--- src/atp_pkg.sv ---
// package: packet field codes and sizes shared by both ends of the translation link
// assumes: both ends run on one clock, CLK_I, at 20 MHz
package atp_pkg;
	localparam int ATP_BT_W = 8;
	localparam logic [5:0] ATP_CMD_PREFIX = 6'h3E;
	localparam logic [1:0] ATP_PFX_TOP = 2'h2;
	localparam logic [1:0] ATP_AT_TRANSLATE = 2'h1;
	localparam logic [1:0] ATP_AT_UNTRANSLATED = 2'h0;
	localparam logic [5:0] ATP_CMD_RDSZ_MASK = 6'h35;
	localparam logic [5:0] ATP_CMD_RDSZ_VAL = 6'h14;
	localparam logic [5:0] ATP_CMD_RDRSP = 6'h30;
	localparam logic [5:0] ATP_CMD_RDSZ = 6'h14;
	localparam int ATP_REQ_BT = 12;
	localparam int ATP_RSP_HDR_BT = 4;
	localparam int ATP_PAY_BYTES = 8;
	localparam int ATP_MAX_PAY = 8;
	localparam int ATP_PAGE_SHIFT = 12;
	localparam int ATP_SIZE_TOP = 31;
	localparam int ATP_R_BIT = 0;
	localparam int ATP_W_BIT = 1;
	localparam int ATP_U_BIT = 2;
	localparam int ATP_COH_BIT = 10;
	localparam int ATP_SIZE_BIT = 11;
	localparam logic [5:0] ATP_SIZE_4K = 6'h0C;

	typedef logic [ATP_BT_W-1:0] atp_bt_t;

	// count field encodes 2N-1 dwords; legal values are odd
	function automatic logic atp_count_ok(input logic [3:0] cnt);
		return cnt[0];
	endfunction

	// log2 of region bytes: one above the lowest zero bit in bits 12..31, 32 if none, when size flag set, else 12
	function automatic logic [5:0] atp_region_log2(input logic [63:0] pay);
		logic [5:0] r;
		r = ATP_SIZE_4K;
		if (pay[ATP_SIZE_BIT]) begin
			r = 6'(ATP_SIZE_TOP + 1);
			for (int b = ATP_SIZE_TOP; b >= ATP_PAGE_SHIFT; b--) begin
				if (!pay[b]) begin
					r = 6'(b + 1);
				end
			end
		end
		return r;
	endfunction
endpackage

--- src/atp_link_if.sv ---
// interface: one byte-wide packet stream in each direction between requester and translator
// assumes: single clock; ctl marks control bit-times, valid marks any bit-time
`timescale 1ns/1ps
interface atp_link_if;
	logic req_valid;
	logic req_ctl;
	logic [7:0] req_data;
	logic rsp_valid;
	logic rsp_ctl;
	logic [7:0] rsp_data;
	modport requester (output req_valid, output req_ctl, output req_data,
		input rsp_valid, input rsp_ctl, input rsp_data);
	modport translator (input req_valid, input req_ctl, input req_data,
		output rsp_valid, output rsp_ctl, output rsp_data);
endinterface

--- src/atp_requester.sv ---
// requester end: sends translation requests and unpacks the response payloads
// assumes: translator answers each request before the next is started
`timescale 1ns/1ps
module atp_requester
	import atp_pkg::*;
(
	// clock and reset
	input wire logic CLK_I,
	input wire logic RSTN_I,
	// link
	atp_link_if.requester LINK,
	// request from user
	input wire logic REQ_I,
	input wire logic [7:0] BUS_I,
	input wire logic [4:0] DEV_I,
	input wire logic [2:0] FUNC_I,
	input wire logic [4:0] UNIT_I,
	input wire logic [4:0] TAG_I,
	input wire logic [3:0] SEQ_I,
	input wire logic [3:0] NRANGE_I,
	input wire logic [39:12] VADDR_I,
	output logic REQ_READY_O,
	// translations back to user
	output logic PAY_VALID_O,
	output logic [63:0] PAY_O,
	output logic READ_OK_O,
	output logic WRITE_OK_O,
	output logic UNTRANS_O,
	output logic [1:0] ATYPE_O,
	output logic COHERENT_O,
	output logic [5:0] REGION_LOG2_O,
	output logic DONE_O,
	output logic ABORT_O,
	output logic [4:0] RSP_TAG_O
);
	import atp_pkg::*;

	// ----------------------------------------------------------------
	// state
	// ----------------------------------------------------------------
	typedef enum {R_IDLE, R_TX, R_WAIT} atp_rstate_e;

	typedef struct packed {
		atp_rstate_e st;
		logic [3:0] bt;
		logic [7:0] bus;
		logic [4:0] dev;
		logic [2:0] func;
		logic [4:0] unit;
		logic [4:0] tag;
		logic [3:0] seq;
		logic [3:0] cnt;
		logic [39:12] va;
		logic [3:0] want;
		logic [3:0] rbt;
		logic [1:0] rcnt_lo;
		logic err;
		logic [3:0] got;
		logic [3:0] total;
		logic [2:0] byt;
		logic [63:0] pay;
		logic pay_valid;
		logic done;
		logic abort;
		logic [4:0] rtag;
	} atp_rstate_s;

	atp_rstate_s s_q, s_d;
	atp_bt_t tx;

	// ----------------------------------------------------------------
	// request bit-times
	// ----------------------------------------------------------------
	always_comb begin
		unique case (s_q.bt)
			4'h0: tx = {ATP_PFX_TOP, ATP_CMD_PREFIX};
			4'h1: tx = {s_q.dev, s_q.func};
			4'h2: tx = s_q.bus;
			4'h3: tx = {6'h00, ATP_AT_TRANSLATE};
			4'h4: tx = {s_q.seq[3:2], ATP_CMD_RDSZ};
			4'h5: tx = {1'b0, s_q.seq[1:0], s_q.unit};
			4'h6: tx = {s_q.cnt[1:0], 1'b0, s_q.tag};
			4'h7: tx = {6'h00, s_q.cnt[3:2]};
			4'h8: tx = {s_q.va[15:12], 4'h0};
			4'h9: tx = s_q.va[23:16];
			4'hA: tx = s_q.va[31:24];
			default: tx = s_q.va[39:32];
		endcase
	end

	always_comb begin
		logic [3:0] tot;
		tot = 4'h0;
		s_d = s_q;
		s_d.pay_valid = 1'b0;
		s_d.done = 1'b0;
		s_d.abort = 1'b0;
		unique case (s_q.st)
			R_IDLE: begin
				if (REQ_I) begin
					s_d.st = R_TX;
					s_d.bt = 4'h0;
					s_d.bus = BUS_I;
					s_d.dev = DEV_I;
					s_d.func = FUNC_I;
					s_d.unit = UNIT_I;
					s_d.tag = TAG_I;
					s_d.seq = SEQ_I;
					s_d.want = NRANGE_I;
					s_d.cnt = 4'(2 * NRANGE_I - 1);
					s_d.va = VADDR_I;
				end
			end
			R_TX: begin
				s_d.bt = s_q.bt + 4'h1;
				if (s_q.bt == 4'(ATP_REQ_BT - 1)) begin
					s_d.st = R_WAIT;
					s_d.rbt = 4'h0;
					s_d.got = 4'h0;
					s_d.byt = 3'h0;
				end
			end
			R_WAIT: begin
				if (LINK.rsp_valid && LINK.rsp_ctl) begin
					s_d.rbt = s_q.rbt + 4'h1;
					if (s_q.rbt == 4'h2) begin
						s_d.rcnt_lo = LINK.rsp_data[7:6];
						s_d.err = LINK.rsp_data[5];
						s_d.rtag = LINK.rsp_data[4:0];
					end
					if (s_q.rbt == 4'(ATP_RSP_HDR_BT - 1)) begin
						tot = 4'(({LINK.rsp_data[1:0], s_q.rcnt_lo} + 5'h1) >> 1);
						// payloads past a nonzero requested count are never delivered
						s_d.total = (tot > s_q.want) ? s_q.want : tot;
						if (s_q.err || LINK.rsp_data[5]) begin
							s_d.abort = 1'b1;
							s_d.st = R_IDLE;
						end
					end
				end else if (LINK.rsp_valid) begin
					s_d.pay[8*s_q.byt +: 8] = LINK.rsp_data;
					s_d.byt = s_q.byt + 3'h1;
					if (s_q.byt == 3'(ATP_PAY_BYTES - 1)) begin
						s_d.pay_valid = 1'b1;
						s_d.got = s_q.got + 4'h1;
						if (s_q.got + 4'h1 >= s_q.total) begin
							s_d.done = 1'b1;
							s_d.st = R_IDLE;
						end
					end
				end
			end
		endcase
	end

	always_ff @(posedge CLK_I or negedge RSTN_I) begin
		if (!RSTN_I) begin
			s_q <= '{st: R_IDLE, default: '0};
		end else begin
			s_q <= s_d;
		end
	end

	// ----------------------------------------------------------------
	// outputs
	// ----------------------------------------------------------------
	assign LINK.req_valid = (s_q.st == R_TX);
	// address bit-times carry no control marking
	assign LINK.req_ctl = (s_q.st == R_TX) && (s_q.bt < 4'h8);
	assign LINK.req_data = (s_q.st == R_TX) ? tx : 8'h00;
	assign REQ_READY_O = (s_q.st == R_IDLE);
	assign PAY_VALID_O = s_q.pay_valid;
	assign PAY_O = s_q.pay;
	assign READ_OK_O = s_q.pay[ATP_R_BIT];
	assign WRITE_OK_O = s_q.pay[ATP_W_BIT];
	assign UNTRANS_O = s_q.pay[ATP_U_BIT];
	assign ATYPE_O = s_q.pay[ATP_U_BIT] ? ATP_AT_UNTRANSLATED : ATP_AT_TRANSLATE;
	assign COHERENT_O = s_q.pay[ATP_COH_BIT];
	assign REGION_LOG2_O = atp_region_log2(s_q.pay);
	assign DONE_O = s_q.done;
	assign ABORT_O = s_q.abort;
	assign RSP_TAG_O = s_q.rtag;
endmodule

--- src/flat_wrapper.sv ---
// flat-port wrapper written by rule: the top's interface ports become plain ports
module atp_requester_flat import atp_pkg::*;
  (CLK_I, RSTN_I, REQ_I, BUS_I, DEV_I, FUNC_I, UNIT_I, TAG_I, SEQ_I, NRANGE_I, VADDR_I, REQ_READY_O, PAY_VALID_O, PAY_O, READ_OK_O, WRITE_OK_O, UNTRANS_O, ATYPE_O, COHERENT_O, REGION_LOG2_O, DONE_O, ABORT_O, RSP_TAG_O, LINK_req_valid, LINK_req_ctl, LINK_req_data, LINK_rsp_valid, LINK_rsp_ctl, LINK_rsp_data);
  atp_link_if LINK_i ();
  input wire logic CLK_I;
  input wire logic RSTN_I;
  input wire logic REQ_I;
  input wire logic [7:0] BUS_I;
  input wire logic [4:0] DEV_I;
  input wire logic [2:0] FUNC_I;
  input wire logic [4:0] UNIT_I;
  input wire logic [4:0] TAG_I;
  input wire logic [3:0] SEQ_I;
  input wire logic [3:0] NRANGE_I;
  input wire logic [39:12] VADDR_I;
  output logic REQ_READY_O;
  output logic PAY_VALID_O;
  output logic [63:0] PAY_O;
  output logic READ_OK_O;
  output logic WRITE_OK_O;
  output logic UNTRANS_O;
  output logic [1:0] ATYPE_O;
  output logic COHERENT_O;
  output logic [5:0] REGION_LOG2_O;
  output logic DONE_O;
  output logic ABORT_O;
  output logic [4:0] RSP_TAG_O;
  output wire logic [$bits(LINK_i.req_valid)-1:0] LINK_req_valid;
  output wire logic [$bits(LINK_i.req_ctl)-1:0] LINK_req_ctl;
  output wire logic [$bits(LINK_i.req_data)-1:0] LINK_req_data;
  input wire logic [$bits(LINK_i.rsp_valid)-1:0] LINK_rsp_valid;
  input wire logic [$bits(LINK_i.rsp_ctl)-1:0] LINK_rsp_ctl;
  input wire logic [$bits(LINK_i.rsp_data)-1:0] LINK_rsp_data;
  assign LINK_req_valid = LINK_i.req_valid;
  assign LINK_req_ctl = LINK_i.req_ctl;
  assign LINK_req_data = LINK_i.req_data;
  assign LINK_i.rsp_valid = LINK_rsp_valid;
  assign LINK_i.rsp_ctl = LINK_rsp_ctl;
  assign LINK_i.rsp_data = LINK_rsp_data;
  atp_requester u_core (.CLK_I(CLK_I), .RSTN_I(RSTN_I), .LINK(LINK_i), .REQ_I(REQ_I), .BUS_I(BUS_I), .DEV_I(DEV_I), .FUNC_I(FUNC_I), .UNIT_I(UNIT_I), .TAG_I(TAG_I), .SEQ_I(SEQ_I), .NRANGE_I(NRANGE_I), .VADDR_I(VADDR_I), .REQ_READY_O(REQ_READY_O), .PAY_VALID_O(PAY_VALID_O), .PAY_O(PAY_O), .READ_OK_O(READ_OK_O), .WRITE_OK_O(WRITE_OK_O), .UNTRANS_O(UNTRANS_O), .ATYPE_O(ATYPE_O), .COHERENT_O(COHERENT_O), .REGION_LOG2_O(REGION_LOG2_O), .DONE_O(DONE_O), .ABORT_O(ABORT_O), .RSP_TAG_O(RSP_TAG_O));
endmodule
--- config.mk ---
export PLATFORM = sky130hd
export DESIGN_NAME = atp_requester_flat
export DESIGN_NICKNAME = d
export VERILOG_FILES = /design/src/atp_pkg.sv /design/src/atp_link_if.sv /design/src/atp_requester.sv /design/src/flat_wrapper.sv
export SDC_FILE = /design/constraint.sdc
export NUM_CORES = 1
export LEC_CHECK = 0
export ABC_AREA = 1
export BUFFER_PORTS_ARGS = -buffer_cell sky130_fd_sc_hd__buf_2
export CORE_ASPECT_RATIO = 0.9
export CORE_UTILIZATION = 27
export CTS_BUF_LIST = sky130_fd_sc_hd__clkbuf_4
export CTS_CLUSTER_DIAMETER = 40
export DETAILED_ROUTE_END_ITERATION = 6
export GPL_TIMING_DRIVEN = 0
export PLACE_DENSITY = 0.43
export SYNTH_ARGS = -nofsm -noshare
export SYNTH_HDL_FRONTEND = slang
export SYNTH_SLANG_ARGS = --single-unit
--- constraint.sdc ---
create_clock -name CLK_I -period 2.8 [get_ports CLK_I]
set_clock_uncertainty 0.1 [all_clocks]
set_input_delay 0.14 -clock CLK_I [delete_from_list [all_inputs] [get_ports CLK_I]]
set_output_delay 0.14 -clock CLK_I [all_outputs]
set_load 0.01 [all_outputs]
==> reports/qor.yml <==
drt:
  wl_microns: 25120
  wire_per_inst_microns: 15.21
  antenna_left: 0
  vias: 7196
  viasPerCell: 4.359
  drt_iter0_drc: 430
  drc_errors: 0
  drt_pass1_iterations: 5
timing:
  rsz0062_at_grt: "true"
  fmax_ghz: 0.3777
  maxSlewViolCount: 0
  tightestPinTransition_ps: 683.7
  relSlewSlack_pct: 54.07
  fin_tns_setup_ps: 0
  fin_ws_ps: 152.2
  finalCritPeriodShare_pct: 94.57
  setup_viol: 0
  min_period_ps: 2648
  finalHoldViolCount: 0
critical_path:
  r2r-end: "u_core.PAY_O[48]$_DFFE_PN0P_"
  r2r_slack_ps: 250
  required_ps: 2560
  start_kind: "flop"
  crit_path_end_kind: "output port"
  worstRegToRegCells: 7
  crit_start: "u_core.s_q[157]$_DFFE_PN0P_"
  cp.arrival_ps: 2410
  r2r_start: "u_core.s_q[72]$_DFFE_PN0P_"
  cp_max_fo: 7
  critPathKind: "reg2out"
synth:
  ys.flop_type: "dfrtp_1"
  synth-edff-count: 0
  seq_area_frac_synth_pct: 49.75
  synth_cell_types: 44
  ys_async_sr_fraction_pct: 100.0
  synthCells: 959
  yosys_warnings: 0
  syn_avg_cell_area_sq_um: 8.497
  ys_seq_elements: 162
  netlist_area_sq_um: 8149
  syn-num-nets: 1062
outcome:
  status: "completed"
die:
  die_y_microns: 166.8
  fp-row-count: 59
  coreArea_sq_um: 29310
  die-area_sq_um: 30880
  start_util_pct: 27.81
  ios: 170
  chipWidth_microns: 185.1
cts:
  clk_pin_slew_worst_paths_ps: 180
  clock_latency_ps: 570
  cts_tree: "built"
  cts.sinks: 162
  htreeDepth: 4
  cts_root_buf: "clkbuf_4"
  clockBufferDepth: 2
  cts_made_buffers: 17
worst_hold_path:
  hold_start: "VADDR_I[34]"
  hold_path.class: "in2reg"
  hold_depth: 4
  worstHoldEndpoint: "u_core.s_q[116]$_DFFE_PN0P_"
place:
  io_buffers: 168
  dp_hpwl_microns: 17800
  dpl_worst_slack_ps: 256.2
  place.gp.congestion: 0.7744
finish:
  final_layout_size_suffix_gt1_share_pct: 29.43
  layout_common_cells: "335 x nand2_1, 169 x buf_2, 160 x dfrtp_1"
  syn_to_final_growth_pct: 34.32
  utilization_pct: 37.35
  layout_commonest_cell: "nand2_1"
  nNetsFinal: 1344
  fillers: 3093
power_and_ir_drop:
  p_clk_share_pct: 19.1
  peakVddDrop_uv: 372.9
  p_per_area_nw_per_um2: 692.7
  pwr-share-comb_pct: 37.3
  p_sw_share_pct: 41.17
  switchingPower_uw: 3121
  seq_power_share_pct: 43.6
  finalPower_uw: 7582
  internal-power_uw: 4461
  leakage_uw: 0.005554
grt:
  antenna_found_initial: 1
  grt_pass1_vias: 7063
  grt_pass1_wl_microns: 39530
  grt_overflow_total: 0
  grt_max_degree: 100
  groute.usage.overall_pct: 16.81
job:
  drv_cap: 0
## state kept, by name (all words and copies together), names as in the netlist
register,cells
u_core.s_q,90
u_core.PAY_O,64
u_core.RSP_TAG_O,5
u_core.ABORT_O,1
u_core.DONE_O,1
u_core.PAY_VALID_O,1
## timing repair
| item | 4_1_cts | 5_1_grt |
|---|---|---|
| setup buffers | 6 | 11 |
| hold buffers | 77 | 0 |
| pin swaps | 2 | 9 |
| hold endpoints to repair | 291 | 0 |
| resized for setup | 21 | 40 |
| endpoints found under the setup margin | 8 | 9 |
## layout make-up
class / instances / area, sq um / share of cell area (%)
Sequential cell: 162 / 4056 / 37.06
Timing Repair Buffer: 263 / 1805 / 16.50
Tap cell: 396 / 495.5 / 4.527
Clock buffer: 17 / 127.6 / 1.166
Buffer: 93 / 640.6 / 5.853
Multi-Input combinational cell: 628 / 3357 / 30.67
Antenna cell: 1 / 2.502 / 0.02286
Inverter: 76 / 297.8 / 2.721
Clock inverter: 15 / 162.7 / 1.486
## power groups by stage
stage               registers, uW  logic (uW)  clock network [uW]
floorplan                    3230        1630                   0
global placement             3340        2400                   0
detailed placement           3340        2420                   0
CTS                          3300        2650                1520
global route                 3380        3180                1600
finish                       3310        2830                1450
## through the flow
stage	cells	instance area (sq um)	hold slack (ps)
2_1_floorplan	959	8149	-255.6
3_3_place_gp	1523	9485	236.4
3_5_place_dp	1524	9523	37.41
4_1_cts	1639	10700	108.7
5_1_grt	1651	10950	121.6
6_report	1651	10950	161.9
## cells in the mapped netlist (2+ instances only)
library cell | instances | area (sq um)
dfrtp_1 | 162 | 4054
o31ai_1 | 4 | 30.03
ha_1 | 28 | 350.3
a22o_1 | 5 | 43.79
xnor2_1 | 2 | 17.52
inv_2 | 4 | 15.01
nand4_1 | 9 | 56.30
o21ai_2 | 9 | 78.83
xor2_1 | 5 | 43.79
buf_2 | 2 | 10.01
mux2_2 | 5 | 56.30
nand2_1 | 337 | 1265
buf_6 | 3 | 33.78
inv_1 | 72 | 270.3
clkbuf_1 | 16 | 60.06
nor3_1 | 3 | 15.01
a21oi_1 | 26 | 130.1
nand2_2 | 4 | 25.02
nor2_2 | 5 | 31.28
nor2_1 | 54 | 202.7
buf_4 | 71 | 533.0
o21ai_0 | 68 | 340.3
nand3_2 | 2 | 20.02
a31oi_1 | 7 | 43.79
nand3_1 | 18 | 90.09
a221oi_1 | 10 | 87.58
o22ai_1 | 5 | 31.28
o211ai_1 | 3 | 22.52
nor2_4 | 5 | 56.30
## how the worst max path moves through the flow
stage               slack (ps)  cells past startpoint                           end
CTS                          8                     12              LINK_req_data[0]
finish                     150                     11              LINK_req_data[6]
detailed placement         260                      7  u_core.PAY_O[18]$_DFFE_PN0P_
floorplan                  650                      8  u_core.PAY_O[25]$_DFFE_PN0P_
global placement         -1380                      1  u_core.PAY_O[17]$_DFFE_PN0P_
global route               -20                     11              LINK_req_data[4]
## routing by layer
metal	wire [microns]	track usage (%)	vias to the layer above	share of wire [%]
met5	0	0	-	0
met4	333	4.312	0	1.3
met3	1002	3.083	29	4.0
met2	10820	24.37	162	43
met1	12960	25.35	3401	52
li1	-	-	3604	-
## logic make-up (layout without fill, tap and decap cells)
kind of cell | after synthesis | after routing | synth area share, %
compound gates | 144 | 144 | 10.61
xor+xnor | 7 | 7 | 0.7524
fa+ha+maj | 28 | 28 | 4.299
buf+inv | 169 | 464 | 11.36
flops | 162 | 162 | 49.75
mux | 5 | 5 | 0.6909
other cells | 1 | 2 | 0.04602
simple gates | 443 | 443 | 22.49
## worst max-delay path: stages, from the launching register on
cell and delay, ps:
dfrtp_1 430, buf_4 160, ha_4 160, inv_6 80
nor2_4 60, inv_2 90, o221ai_4 110, nor4_4 150
buf_6 180, nand2_2 60, a31oi_2 200, buf_2 170
Power figures use the tool's default switching activity.
